**config.mk**
```make
export PLATFORM = sky130hd
export DESIGN_NAME = ifp_fetch_core
export DESIGN_NICKNAME = d
export VERILOG_FILES = /design/src/ifp_pkg.sv /design/src/ifp_phase_gen.sv /design/src/ifp_fetch_core.sv
export SDC_FILE = /design/constraint.sdc
export NUM_CORES = 1
export LEC_CHECK = 0
export CAP_MARGIN = 20
export CORE_MARGIN = 2
export CORE_UTILIZATION = 40
export CTS_BUF_LIST = sky130_fd_sc_hd__clkbuf_8
export DETAILED_ROUTE_END_ITERATION = 10
export DONT_BUFFER_PORTS = 1
export GPL_ROUTABILITY_DRIVEN = 0
export SYNTH_ARGS = -nofsm -noshare
export SYNTH_HDL_FRONTEND = slang
export SYNTH_SLANG_ARGS = --single-unit
```
**constraint.sdc**
```tcl
create_clock -name CLK_I -period 6.3 [get_ports CLK_I]
set_clock_uncertainty 0.2 [all_clocks]
set_input_delay 0.945 -clock CLK_I [delete_from_list [all_inputs] [get_ports CLK_I]]
set_output_delay 0.945 -clock CLK_I [all_outputs]
set_load 0.01 [all_outputs]
```
**src/ifp_pkg.sv**
```systemverilog
// shared constants, encodings and carrier types for the fetch pipeline
// assumes a 20 MHz core clock and a word-wide program memory port
package ifp_pkg;

  // ************************************************************
  // widths and reset values
  // ************************************************************
  localparam int          PC_W       = 21;
  localparam int          WORD_W     = 16;
  localparam int          DADDR_W    = 12;
  localparam int          BYTE_W     = 8;
  localparam int          PTRSEL_W   = 2;
  localparam logic [20:0] PC_RESET   = 21'h000000;
  localparam logic [20:0] PC_STEP    = 21'h000002;  // one instruction word is two bytes
  localparam logic [7:0]  WORKING_REGISTER_RESET = 8'h00;
  localparam logic [3:0]  PHASE_OH_RESET = 4'h1;

  // ************************************************************
  // instruction field positions and opcode patterns
  // ************************************************************
  localparam int          ACC_BIT       = 8;         // 'a' bank select bit
  localparam int          DST_BIT       = 9;         // 'd' destination bit
  localparam logic [3:0]  SECOND_TAG    = 4'hf;      // top nibble of a second word
  localparam logic [7:0]  GOTO_HI       = 8'hef;
  localparam logic [6:0]  CALL_HI       = 7'h76;
  localparam logic [7:0]  PTRLOAD_HI    = 8'hee;
  localparam logic [3:0]  FFMOVE_HI     = 4'hc;
  localparam logic [4:0]  BRA_HI        = 5'h1a;
  localparam logic [5:0]  ADD_WORKING_TO_FILE_HI      = 6'h09;
  localparam logic [6:0]  TEST_SKIP_IF_ZERO_HI     = 7'h33;
  localparam logic [7:0]  MOVLW_HI      = 8'h0e;
  localparam logic [7:0]  RETURN_WITH_LITERAL_HI      = 8'h0c;
  localparam logic [15:0] TBLRD_OP      = 16'h0008;
  localparam logic [15:0] TBLRD_INC_OP  = 16'h0009;

  // ************************************************************
  // data memory map seen by the core
  // ************************************************************
  localparam logic [7:0]  ACC_SPLIT       = 8'h80;   // access bank: low half GPR, high half SFR
  localparam logic [3:0]  BANK_GPR        = 4'h0;
  localparam logic [3:0]  BANK_SFR        = 4'hf;
  localparam logic [11:0] ADDR_CNT_LOW    = 12'hff9;
  localparam logic [11:0] ADDR_TBL_LATCH  = 12'hff5;
  localparam logic [11:0] ADDR_TBL_PTR_L  = 12'hff6;
  localparam logic [11:0] ADDR_TBL_PTR_H  = 12'hff7;
  localparam logic [11:0] ADDR_TBL_PTR_U  = 12'hff8;

  // ************************************************************
  // types
  // ************************************************************
  // gray sequence around the instruction cycle
  typedef enum logic [1:0] {
    PH_ONE   = 2'b00,
    PH_TWO   = 2'b01,
    PH_THREE = 2'b11,
    PH_FOUR  = 2'b10
  } ifp_phase_e;

  typedef enum logic [3:0] {
    OP_NOP, OP_SECOND, OP_GOTO, OP_CALL, OP_FFMOVE, OP_PTRLOAD, OP_BRA,
    OP_ADD_WORKING_TO_FILE, OP_TEST_SKIP_IF_ZERO, OP_MOVLW, OP_RETURN_WITH_LITERAL, OP_TBLRD, OP_TBLRD_INC
  } ifp_op_e;

  typedef struct packed {
    logic                rd;
    logic                wr;
    logic [DADDR_W-1:0]  addr;
    logic [BYTE_W-1:0]   wdata;
  } ifp_dmem_s;

  typedef struct packed {
    logic             push;
    logic             pop;
    logic [PC_W-1:0]  addr;
  } ifp_ret_s;

  typedef struct packed {
    logic                load;
    logic [PTRSEL_W-1:0] index;
    logic [DADDR_W-1:0]  value;
  } ifp_ptr_s;

endpackage

```
**src/ifp_phase_gen.sv**
```systemverilog
// four-phase sequencer that splits the core clock into instruction cycles
// assumes a synchronised active-low reset from the enclosing core
`timescale 1ns/1ps

module ifp_phase_gen
  import ifp_pkg::*;
(
  input  wire logic       clk_i,
  input  wire logic       rst_ni,
  output ifp_phase_e      phase_o,
  output logic [3:0]      phase_oh_o
);

  ifp_phase_e phase_d;

  // ************************************************************
  // divide by four
  // ************************************************************
  // gray order keeps one bit changing per step
  always_comb begin
    unique case (phase_o)
      PH_ONE:   phase_d = PH_TWO;
      PH_TWO:   phase_d = PH_THREE;
      PH_THREE: phase_d = PH_FOUR;
      PH_FOUR:  phase_d = PH_ONE;
    endcase
  end

  // phase register and its one-hot copy for the pins
  always_ff @(posedge clk_i or negedge rst_ni) begin
    if (!rst_ni) begin
      phase_o    <= PH_ONE;
      phase_oh_o <= PHASE_OH_RESET;
    end else begin
      phase_o    <= phase_d;                        // RULE_01
      phase_oh_o <= {phase_oh_o[2:0], phase_oh_o[3]}; // RULE_01
    end
  end

endmodule

```
**src/ifp_fetch_core.sv**
```systemverilog
// instruction fetch and pipeline sequencing of an 8-bit core
// assumes word-wide program memory answering within phases two to four,
// an outside return stack, and byte data memory answering within phase two
`timescale 1ns/1ps

// How it works
// RULE_01: clock divided by four into phase_one..phase_four, one instruction cycle.
// RULE_02: program_counter steps in phase_one; fetched word captured in phase_four.
// RULE_03: fetch of next word overlaps decode and execute of current one.
// RULE_04: any change of flow takes two cycles; prefetched word is discarded.
// RULE_05: instruction_latch loads in phase_one; execution spans phases two to four.
// RULE_06: operand read in phase_two; destination written in phase_four.
// RULE_07: program memory byte addressed; words start at even addresses.
// RULE_08: program_counter steps by two; its bit zero always reads zero.
// RULE_09: absolute jump and call load a word address into counter bits 20..1.
// RULE_10: branch offset counts words, so it is doubled before adding.
// RULE_11: four two-word instructions: call, jump, file_to_file_move, pointer_load_literal.
// RULE_12: second words carry 1111 on top and twelve bits of literal.
// RULE_13: a lone second word is a no-op; right after its first it is consumed.
// RULE_14: add_working_to_file into counter_low_byte redirects fetch, a computed jump.
// RULE_15: software keeps the computed-jump offset even so targets stay aligned.
// RULE_16: return_with_literal returns and leaves its byte in working_register.
// RULE_17: table reads use a byte pointer and a one-byte data latch.
module ifp_fetch_core
  import ifp_pkg::*;
(
  input  wire logic              CLK_I,
  input  wire logic              NRST_I,
  input  wire logic [WORD_W-1:0] PMEM_DATA_I,
  input  wire logic [BYTE_W-1:0] DMEM_RDATA_I,
  input  wire logic [3:0]        BANK_I,
  input  wire logic [PC_W-1:0]   RET_ADDR_I,
  input  wire logic [BYTE_W-1:0] TBL_DATA_I,
  output logic [3:0]             PHASE_O,
  output logic [PC_W-1:0]        PMEM_ADDR_O,
  output logic                   PMEM_RD_O,
  output ifp_dmem_s              DMEM_O,
  output logic [PC_W-1:0]        TBL_ADDR_O,
  output logic                   TBL_RD_O,
  output ifp_ret_s               RET_O,
  output ifp_ptr_s               PTR_LOAD_O,
  output logic [WORD_W-1:0]      EXEC_WORD_O,
  output logic                   EXEC_VALID_O,
  output logic [BYTE_W-1:0]      WORKING_REGISTER_O
);

  // ************************************************************
  // decode helpers
  // ************************************************************
  // raw opcode class of one word
  function automatic ifp_op_e dec_f(input logic [WORD_W-1:0] w);
    ifp_op_e o;
    o = OP_NOP;
    if (w[15:12] == SECOND_TAG) o = OP_SECOND;             // RULE_12
    else if (w[15:8] == GOTO_HI) o = OP_GOTO;              // RULE_11
    else if (w[15:9] == CALL_HI) o = OP_CALL;              // RULE_11
    else if (w[15:8] == PTRLOAD_HI) o = OP_PTRLOAD;        // RULE_11
    else if (w[15:12] == FFMOVE_HI) o = OP_FFMOVE;         // RULE_11
    else if (w[15:11] == BRA_HI) o = OP_BRA;
    else if (w[15:10] == ADD_WORKING_TO_FILE_HI) o = OP_ADD_WORKING_TO_FILE;
    else if (w[15:9] == TEST_SKIP_IF_ZERO_HI) o = OP_TEST_SKIP_IF_ZERO;
    else if (w[15:8] == MOVLW_HI) o = OP_MOVLW;
    else if (w[15:8] == RETURN_WITH_LITERAL_HI) o = OP_RETURN_WITH_LITERAL;
    else if (w == TBLRD_OP) o = OP_TBLRD;
    else if (w == TBLRD_INC_OP) o = OP_TBLRD_INC;
    return o;
  endfunction

  // what the latched word does this cycle, given its pairing state
  function automatic ifp_op_e xop_f(input logic ok, input logic pend,
                                    input logic [WORD_W-1:0] w, input logic [WORD_W-1:0] f);
    ifp_op_e o;
    ifp_op_e r;
    o = OP_NOP;
    r = dec_f(w);
    if (ok && !pend) begin
      // first words of moves wait for their literal; lone second words do nothing
      if (!(r inside {OP_SECOND, OP_FFMOVE, OP_PTRLOAD})) o = r; // RULE_13
    end else if (ok && r == OP_SECOND) begin
      // second word in sequence: its literal is consumed by the first word
      if (dec_f(f) inside {OP_FFMOVE, OP_PTRLOAD}) o = dec_f(f); // RULE_13
    end
    return o;
  endfunction

  // data address from an 8-bit file field, access bank or selected bank
  function automatic logic [DADDR_W-1:0] fadr_f(input logic [WORD_W-1:0] w, input logic [3:0] bank);
    logic [3:0] b;
    if (w[ACC_BIT]) b = bank;
    else if (w[7:0] >= ACC_SPLIT) b = BANK_SFR;
    else b = BANK_GPR;
    return {b, w[7:0]};
  endfunction

  // ************************************************************
  // declarations
  // ************************************************************
  logic              rst_meta_q;
  logic              rst_n_q;
  ifp_phase_e        phase;
  logic [3:0]        phase_oh;
  logic [PC_W-1:0]   pc_q;
  logic [PC_W-1:0]   fetch_addr_q;
  logic [WORD_W-1:0] fetch_q;
  logic              fetch_ok_q;
  logic [WORD_W-1:0] ir_q;
  logic              ir_ok_q;
  logic              pend_q;
  logic [WORD_W-1:0] first_q;
  logic [BYTE_W-1:0] working_register_q;
  logic [BYTE_W-1:0] opnd_q;
  logic [PC_W-1:0]   table_byte_pointer_q;
  logic [BYTE_W-1:0] table_data_latch_q;
  logic              pmem_rd_q;
  logic              tbl_rd_q;
  ifp_dmem_s         dmem_q;
  ifp_ret_s          ret_q;
  ifp_ptr_s          ptr_q;
  ifp_op_e           xop;
  ifp_op_e           nxop;
  logic              nx_pend;
  logic [BYTE_W-1:0] sum;
  logic              to_pcl;
  logic              redirect;
  logic              discard;
  logic [PC_W-1:0]   target;
  logic [BYTE_W-1:0] rd_data;

  // ************************************************************
  // reset release
  // ************************************************************
  // two stages so every flop leaves reset on the same edge
  always_ff @(posedge CLK_I or negedge NRST_I) begin
    if (!NRST_I) begin
      rst_meta_q <= 1'b0;
      rst_n_q    <= 1'b0;
    end else begin
      rst_meta_q <= 1'b1;
      rst_n_q    <= rst_meta_q;
    end
  end

  ifp_phase_gen u_phase (
    .clk_i      (CLK_I),
    .rst_ni     (rst_n_q),
    .phase_o    (phase),
    .phase_oh_o (phase_oh)
  );

  // ************************************************************
  // execute decode
  // ************************************************************
  // current latch, and the word that enters the latch at the next phase_one
  assign xop     = xop_f(ir_ok_q, pend_q, ir_q, first_q);
  assign nx_pend = ir_ok_q && !pend_q && (dec_f(ir_q) inside {OP_GOTO, OP_CALL, OP_FFMOVE, OP_PTRLOAD});
  assign nxop    = xop_f(fetch_ok_q, nx_pend, fetch_q, ir_q);

  // alu result and flow decisions
  assign sum    = opnd_q + working_register_q;
  assign to_pcl = (xop == OP_ADD_WORKING_TO_FILE) && ir_q[DST_BIT] && (fadr_f(ir_q, BANK_I) == ADDR_CNT_LOW);
  assign redirect = (xop inside {OP_GOTO, OP_CALL, OP_BRA, OP_RETURN_WITH_LITERAL}) || to_pcl;
  // jumps and calls discard their own second word instead of a fetched one
  assign discard = (xop inside {OP_BRA, OP_RETURN_WITH_LITERAL}) || to_pcl ||
                   ((xop == OP_TEST_SKIP_IF_ZERO) && (opnd_q == 8'h00));  // RULE_04

  // target of a change of flow
  always_comb begin
    target = pc_q;
    unique case (xop)
      OP_GOTO, OP_CALL: target = {PMEM_DATA_I[11:0], ir_q[7:0], 1'b0};            // RULE_09
      OP_BRA:   target = fetch_addr_q + {{9{ir_q[10]}}, ir_q[10:0], 1'b0};        // RULE_10
      OP_RETURN_WITH_LITERAL: target = {RET_ADDR_I[PC_W-1:1], 1'b0};                            // RULE_16
      default:  if (to_pcl) target = {fetch_addr_q[PC_W-1:8], sum[7:1], 1'b0};   // RULE_14 RULE_15
    endcase
  end

  // operand source: counter and table registers live here, the rest outside
  always_comb begin
    unique case (DMEM_O.addr)
      ADDR_CNT_LOW:   rd_data = fetch_addr_q[7:0];
      ADDR_TBL_LATCH: rd_data = table_data_latch_q;
      ADDR_TBL_PTR_L: rd_data = table_byte_pointer_q[7:0];
      ADDR_TBL_PTR_H: rd_data = table_byte_pointer_q[15:8];
      ADDR_TBL_PTR_U: rd_data = {3'h0, table_byte_pointer_q[20:16]};
      default:        rd_data = DMEM_RDATA_I;
    endcase
  end

  // ************************************************************
  // program counter and fetch
  // ************************************************************
  // counter steps in phase_one, redirects land at the end of phase_four
  always_ff @(posedge CLK_I or negedge rst_n_q) begin
    if (!rst_n_q) begin
      pc_q         <= PC_RESET;
      fetch_addr_q <= PC_RESET;
    end else if (phase == PH_ONE) begin
      fetch_addr_q <= pc_q;                        // RULE_07
      pc_q         <= pc_q + PC_STEP;              // RULE_02 RULE_08
    end else if (phase == PH_FOUR && redirect) begin
      pc_q <= target;                              // RULE_04
    end
  end

  // read strobe spans phases two to four of each fetch
  always_ff @(posedge CLK_I or negedge rst_n_q) begin
    if (!rst_n_q) begin
      pmem_rd_q <= 1'b0;
    end else if (phase == PH_ONE) begin
      pmem_rd_q <= 1'b1;
    end else if (phase == PH_FOUR) begin
      pmem_rd_q <= 1'b0;
    end
  end

  // prefetch register; a flushed or skipped word is marked dead here
  always_ff @(posedge CLK_I or negedge rst_n_q) begin
    if (!rst_n_q) begin
      fetch_q    <= '0;
      fetch_ok_q <= 1'b0;
    end else if (phase == PH_FOUR) begin
      fetch_q    <= PMEM_DATA_I;                   // RULE_02 RULE_03
      fetch_ok_q <= !discard;                      // RULE_04
    end
  end

  // ************************************************************
  // instruction latch
  // ************************************************************
  // the first word is kept so its second word can complete it
  always_ff @(posedge CLK_I or negedge rst_n_q) begin
    if (!rst_n_q) begin
      ir_q    <= '0;
      ir_ok_q <= 1'b0;
      pend_q  <= 1'b0;
      first_q <= '0;
    end else if (phase == PH_ONE) begin
      ir_q    <= fetch_q;                          // RULE_05
      ir_ok_q <= fetch_ok_q;                       // RULE_03
      pend_q  <= nx_pend;                          // RULE_13
      first_q <= ir_q;
    end
  end

  // ************************************************************
  // data memory access
  // ************************************************************
  // read strobe in phase_two, write strobe in phase_four
  always_ff @(posedge CLK_I or negedge rst_n_q) begin
    if (!rst_n_q) begin
      dmem_q <= '0;
    end else begin
      unique case (phase)
        PH_ONE: begin
          dmem_q.rd <= nxop inside {OP_ADD_WORKING_TO_FILE, OP_TEST_SKIP_IF_ZERO, OP_FFMOVE};          // RULE_06
          dmem_q.addr <= (nxop == OP_FFMOVE) ? ir_q[11:0] : fadr_f(fetch_q, BANK_I);
        end
        PH_TWO: begin
          dmem_q.rd <= 1'b0;
        end
        PH_THREE: begin
          if (xop == OP_FFMOVE) begin
            dmem_q.wr    <= 1'b1;                  // RULE_06
            dmem_q.addr  <= ir_q[11:0];            // RULE_12
            dmem_q.wdata <= opnd_q;
          end else if (xop == OP_ADD_WORKING_TO_FILE && ir_q[DST_BIT] && !to_pcl) begin
            dmem_q.wr    <= 1'b1;                  // RULE_06
            dmem_q.wdata <= sum;
          end
        end
        PH_FOUR: begin
          dmem_q.wr <= 1'b0;
        end
      endcase
    end
  end

  // operand captured at the end of phase_two
  always_ff @(posedge CLK_I or negedge rst_n_q) begin
    if (!rst_n_q) begin
      opnd_q <= '0;
    end else if (phase == PH_TWO && dmem_q.rd) begin
      opnd_q <= rd_data;                           // RULE_06
    end
  end

  // ************************************************************
  // working register
  // ************************************************************
  always_ff @(posedge CLK_I or negedge rst_n_q) begin
    if (!rst_n_q) begin
      working_register_q <= WORKING_REGISTER_RESET;
    end else if (phase == PH_FOUR) begin
      if (xop == OP_MOVLW) working_register_q <= ir_q[7:0];
      else if (xop == OP_RETURN_WITH_LITERAL) working_register_q <= ir_q[7:0];                 // RULE_16
      else if (xop == OP_ADD_WORKING_TO_FILE && !ir_q[DST_BIT]) working_register_q <= sum;
    end
  end

  // ************************************************************
  // return stack and pointer load requests
  // ************************************************************
  // one-cycle pulses after phase_four; the stack itself sits outside
  always_ff @(posedge CLK_I or negedge rst_n_q) begin
    if (!rst_n_q) begin
      ret_q <= '0;
      ptr_q <= '0;
    end else if (phase == PH_FOUR) begin
      ret_q.push  <= (xop == OP_CALL);
      ret_q.pop   <= (xop == OP_RETURN_WITH_LITERAL);            // RULE_16
      ret_q.addr  <= pc_q;                         // already past the second word
      ptr_q.load  <= (xop == OP_PTRLOAD);          // RULE_13
      ptr_q.index <= first_q[5:4];
      ptr_q.value <= {first_q[3:0], ir_q[7:0]};    // RULE_12
    end else begin
      ret_q.push <= 1'b0;
      ret_q.pop  <= 1'b0;
      ptr_q.load <= 1'b0;
    end
  end

  // ************************************************************
  // table read engine
  // ************************************************************
  // single byte per read; the strobe covers phase_two only
  always_ff @(posedge CLK_I or negedge rst_n_q) begin
    if (!rst_n_q) begin
      tbl_rd_q <= 1'b0;
    end else if (phase == PH_ONE) begin
      tbl_rd_q <= nxop inside {OP_TBLRD, OP_TBLRD_INC};             // RULE_17
    end else begin
      tbl_rd_q <= 1'b0;
    end
  end

  // pointer and latch also accept data writes to their own addresses
  always_ff @(posedge CLK_I or negedge rst_n_q) begin
    if (!rst_n_q) begin
      table_byte_pointer_q <= '0;
      table_data_latch_q <= '0;
    end else if (phase == PH_TWO && tbl_rd_q) begin
      table_data_latch_q <= TBL_DATA_I;                                        // RULE_17
      if (xop == OP_TBLRD_INC) table_byte_pointer_q <= table_byte_pointer_q + {1'b0, PC_STEP[PC_W-1:1]};
    end else if (phase == PH_FOUR && dmem_q.wr) begin
      unique case (dmem_q.addr)
        ADDR_TBL_LATCH: table_data_latch_q <= dmem_q.wdata;
        ADDR_TBL_PTR_L: table_byte_pointer_q[7:0] <= dmem_q.wdata;
        ADDR_TBL_PTR_H: table_byte_pointer_q[15:8] <= dmem_q.wdata;
        ADDR_TBL_PTR_U: table_byte_pointer_q[20:16] <= dmem_q.wdata[4:0];
        default: ;
      endcase
    end
  end

  // ************************************************************
  // outputs
  // ************************************************************
  assign PHASE_O      = phase_oh;
  assign PMEM_ADDR_O  = fetch_addr_q;
  assign PMEM_RD_O    = pmem_rd_q;
  assign DMEM_O       = dmem_q;
  assign TBL_ADDR_O   = table_byte_pointer_q;
  assign TBL_RD_O     = tbl_rd_q;
  assign RET_O        = ret_q;
  assign PTR_LOAD_O   = ptr_q;
  assign EXEC_WORD_O  = ir_q;
  assign EXEC_VALID_O = ir_ok_q;
  assign WORKING_REGISTER_O       = working_register_q;

endmodule

```
==> results.json <==
{
  "htree_num_levels": 2,
  "track_usage": 0.248,
  "cp-start-kind": "flip-flop",
  "die_w_um": 176,
  "cts-hold-fix-buffers": 1,
  "holdWs_ns": 0.147,
  "seq_area_frac_synth": 0.439,
  "synth_top_cells_by_count": "nand2_1 (401), dfrtp_1 (207), o21ai_0 (99), a21oi_1 (84), nor2_1 (60)",
  "hpwl_um": 27700,
  "clock_sinks": 208,
  "ir_worst_vdd_mv": 0.131,
  "cts_tree": "built",
  "arrival_ns": 4.80,
  "yosysMostFrequentCell": "nand2_1",
  "cts_root_buf": "clkbuf_8",
  "setup_viol": 0,
  "required_ns": 6.52,
  "synth_mux_area_frac": 0.0395,
  "initial_core_util": 0.404,
  "clk_pin_slew_ns": 0.06,
  "diodes": 0,
  "portBuffers": 0,
  "reg2reg_from": "EXEC_WORD_O[10]$_DFFE_PN0P_",
  "cts_setup_buffers": 0,
  "hold_path.class": "reg -> reg",
  "reg2reg_slack_ns": 1.72,
  "synth_xor_area_frac": 0.0192,
  "remaining_drc_errors": 0,
  "layout.nets": 1475,
  "synth_fa_ha_area_frac": 0.0329,
  "num_vias": 10700,
  "drv_slew": 0,
  "p_leak_nw": 5.79,
  "hold_end": "rst_n_q$_DFF_PN0_",
  "status": "finished clean",
  "syn_area_um2": 11900,
  "grt_pass1_wl_um": 59800,
  "relSlewSlack": 0.310,
  "syn_avg_cell_area_um2": 8.47,
  "cts.repair.resized": 0,
  "min_path_cells": 0,
  "fin_crit_ns": 4.58,
  "power.total_mw": 3.78,
  "yosys.area_share.simple": 0.232,
  "synth_cell_types": 82,
  "wl_um": 39300,
  "core_um2": 29400,
  "pin_count": 192,
  "rsz0062_at_grt": "no",
  "drt_iter0_markers": 854,
  "postRouteAntennaNets": 0,
  "gr-total-overflow": 0,
  "synthArstFlopShare": 1.00,
  "hp-start": "rst_meta_q$_DFF_PN0_",
  "clockBufferDepth": 3,
  "r2r-end": "DMEM_O[2]$_DFFE_PN0P_",
  "routedWlPerCell_um": 21.8,
  "drt_first_pass_iters": 6,
  "synth.ff_latch_count": 208,
  "finalSetupTns_ns": 0,
  "synth_top_area_frac": 0.437,
  "synth_top_family_by_area": "simple AND/OR/NAND/NOR gates",
  "worstRegToRegCells": 8,
  "hold_violations": 0,
  "synth_cells": 1400,
  "fin_crit_sh": 0.727,
  "path_class": "reg -> reg",
  "clk-insertion-delay-late_ns": 0.55,
  "drive_gt1_frac": 0.0841,
  "synth_compound_area_frac": 0.198,
  "endpoint_kind": "flip-flop",
  "path_max_fanout": 22,
  "ys.flop_type": "dfrtp_1",
  "synthTopCellsByArea": "dfrtp_1 (44%), nand2_1 (13%), o21ai_0 (4.2%), a21oi_1 (3.5%), ha_1 (3.0%)",
  "synth_edf_count": 0,
  "grt_max_degree": 74,
  "die_height_um": 176,
  "vias_per_cell": 5.92,
  "synth_top_area_cell": "dfrtp_1",
  "fp.dieArea_um2": 31100,
  "cellPowerDensity_nw_per_um2": 289,
  "synth_fp_nets": 1489,
  "fmax_mhz": 218,
  "worst_pin_slew_ns": 1.02,
  "cts_made_buffers": 40,
  "areaGrowthSynthToFinish_pct": 10.2,
  "rows": 63,
  "cap_violations": 0,
  "fin_util": 0.445,
  "grt_pass1_vias": 10200,
  "ys.warnings.count": 0,
  "antenna_found_initial": 1
}
## flip-flops by register name, indices dropped and copies added (netlist names), 4 cells and up
name,cells
pc_q,21
u_phase.phase_oh_o,4
EXEC_WORD_O,16
opnd_q,8
TBL_ADDR_O,21
WORKING_REGISTER_O,8
DMEM_O,22
first_q,16
PMEM_ADDR_O,21
RET_O,23
fetch_q,16
PTR_LOAD_O,15
table_data_latch_q,8
## area by class of cell
cell class | instances | area (µm²)
well taps | 390 | 488
clock inverters | 21 | 128
clock buffers | 50 | 688
fillers | 2924 | 16300
flip-flops and latches | 208 | 5210
multi-input cells | 1076 | 6240
repair buffers | 22 | 175
inverters | 38 | 143
## where the power goes
group / internal [mW] / switching [mW]
combinational: 0.280 / 0.371
clock: 0.760 / 0.604
sequential: 1.47 / 0.289
total: 2.51 / 1.26
## per-stage QoR
step | instances | cell area (µm²) | worst slack (ns)
after floorplan | 1400 | 11900 | 2.68
after global placement | 1730 | 12200 | 1.78
after detailed placement | 1730 | 12200 | 1.68
after CTS | 1802 | 13000 | 1.67
after global routing | 1805 | 13100 | 1.52
final | 1805 | 13100 | 1.72
## layout by cell type (no fill, tap or decap), types with 6 or more instances in the layout
| master | Yosys | layout |
|---|---|---|
| nand2_1 | 401 | 401 |
| dfrtp_1 | 207 | 206 |
| o21ai_0 | 99 | 99 |
| a21oi_1 | 84 | 84 |
| nor2_1 | 60 | 57 |
| clkbuf_8 | 0 | 50 |
| inv_1 | 38 | 45 |
| mux2i_1 | 30 | 30 |
| ha_1 | 28 | 28 |
| nand3_1 | 27 | 27 |
| a221o_1 | 20 | 20 |
| buf_4 | 2 | 20 |
| nor3_1 | 20 | 19 |
| xnor2_1 | 18 | 18 |
| and3_1 | 14 | 14 |
| a31oi_1 | 13 | 13 |
| nor4_1 | 12 | 12 |
| a211oi_1 | 13 | 12 |
| nand4_1 | 12 | 12 |
| a21o_1 | 11 | 11 |
| clkinv_2 | 0 | 11 |
| nor2b_1 | 10 | 10 |
| o22ai_1 | 10 | 10 |
| o21a_1 | 9 | 9 |
| a22o_1 | 9 | 9 |
| a22oi_1 | 9 | 9 |
| nand2b_1 | 9 | 8 |
| xor2_1 | 8 | 8 |
| a221oi_1 | 8 | 8 |
| mux2_1 | 8 | 8 |
| or3_1 | 7 | 7 |
| mux2_2 | 7 | 7 |
| o211ai_1 | 6 | 6 |
| a2111oi_0 | 6 | 6 |
| and2_1 | 6 | 6 |
| o221ai_1 | 6 | 6 |
## layer usage
layer / vias up / track usage / share of wire
met4: 2 / 0.0975 / 0.037
met5: - / 0 / 0.00033
li1: 4971 / - / -
met3: 90 / 0.0624 / 0.085
met2: 459 / 0.388 / 0.46
met1: 5162 / 0.330 / 0.42
## kinds of logic after synthesis
logic type               Yosys count
AND/OR/NAND/NOR                  618
XOR/XNOR                          26
AO/OA/AOI/OAI                    356
adder cells (fa/ha/maj)           30
multiplexers                      45
other                              1
buffers and inverters            116
flip-flops                       208
## critical path, cell delays in order (launching register included)
cell and delay (ns):
dfrtp_1 0.75, or4_4 0.69, or4_4 0.52, nor3_4 0.26, o21a_1 0.54, nand2_1 0.17, a21oi_2 0.46, o21a_1 0.47
mux2_1 0.37
## worst max path at each step
stage                     cells after the start                         end  slack (ns)                         from
after CTS                                     8  TBL_ADDR_O[13]$_DFFE_PN0P_        1.67  EXEC_WORD_O[10]$_DFFE_PN0P_
after global placement                        8   TBL_ADDR_O[8]$_DFFE_PN0P_        1.78  EXEC_WORD_O[10]$_DFFE_PN0P_
final                                         8       DMEM_O[2]$_DFFE_PN0P_        1.72  EXEC_WORD_O[10]$_DFFE_PN0P_
after floorplan                               0       DMEM_O[0]$_DFFE_PN0P_        2.68            rst_n_q$_DFF_PN0_
after global routing                          8       DMEM_O[0]$_DFFE_PN0P_        1.52  EXEC_WORD_O[10]$_DFFE_PN0P_
after detailed placement                      8   TBL_ADDR_O[8]$_DFFE_PN0P_        1.68  EXEC_WORD_O[10]$_DFFE_PN0P_
Note: power is estimated with default switching activity, not from simulation.
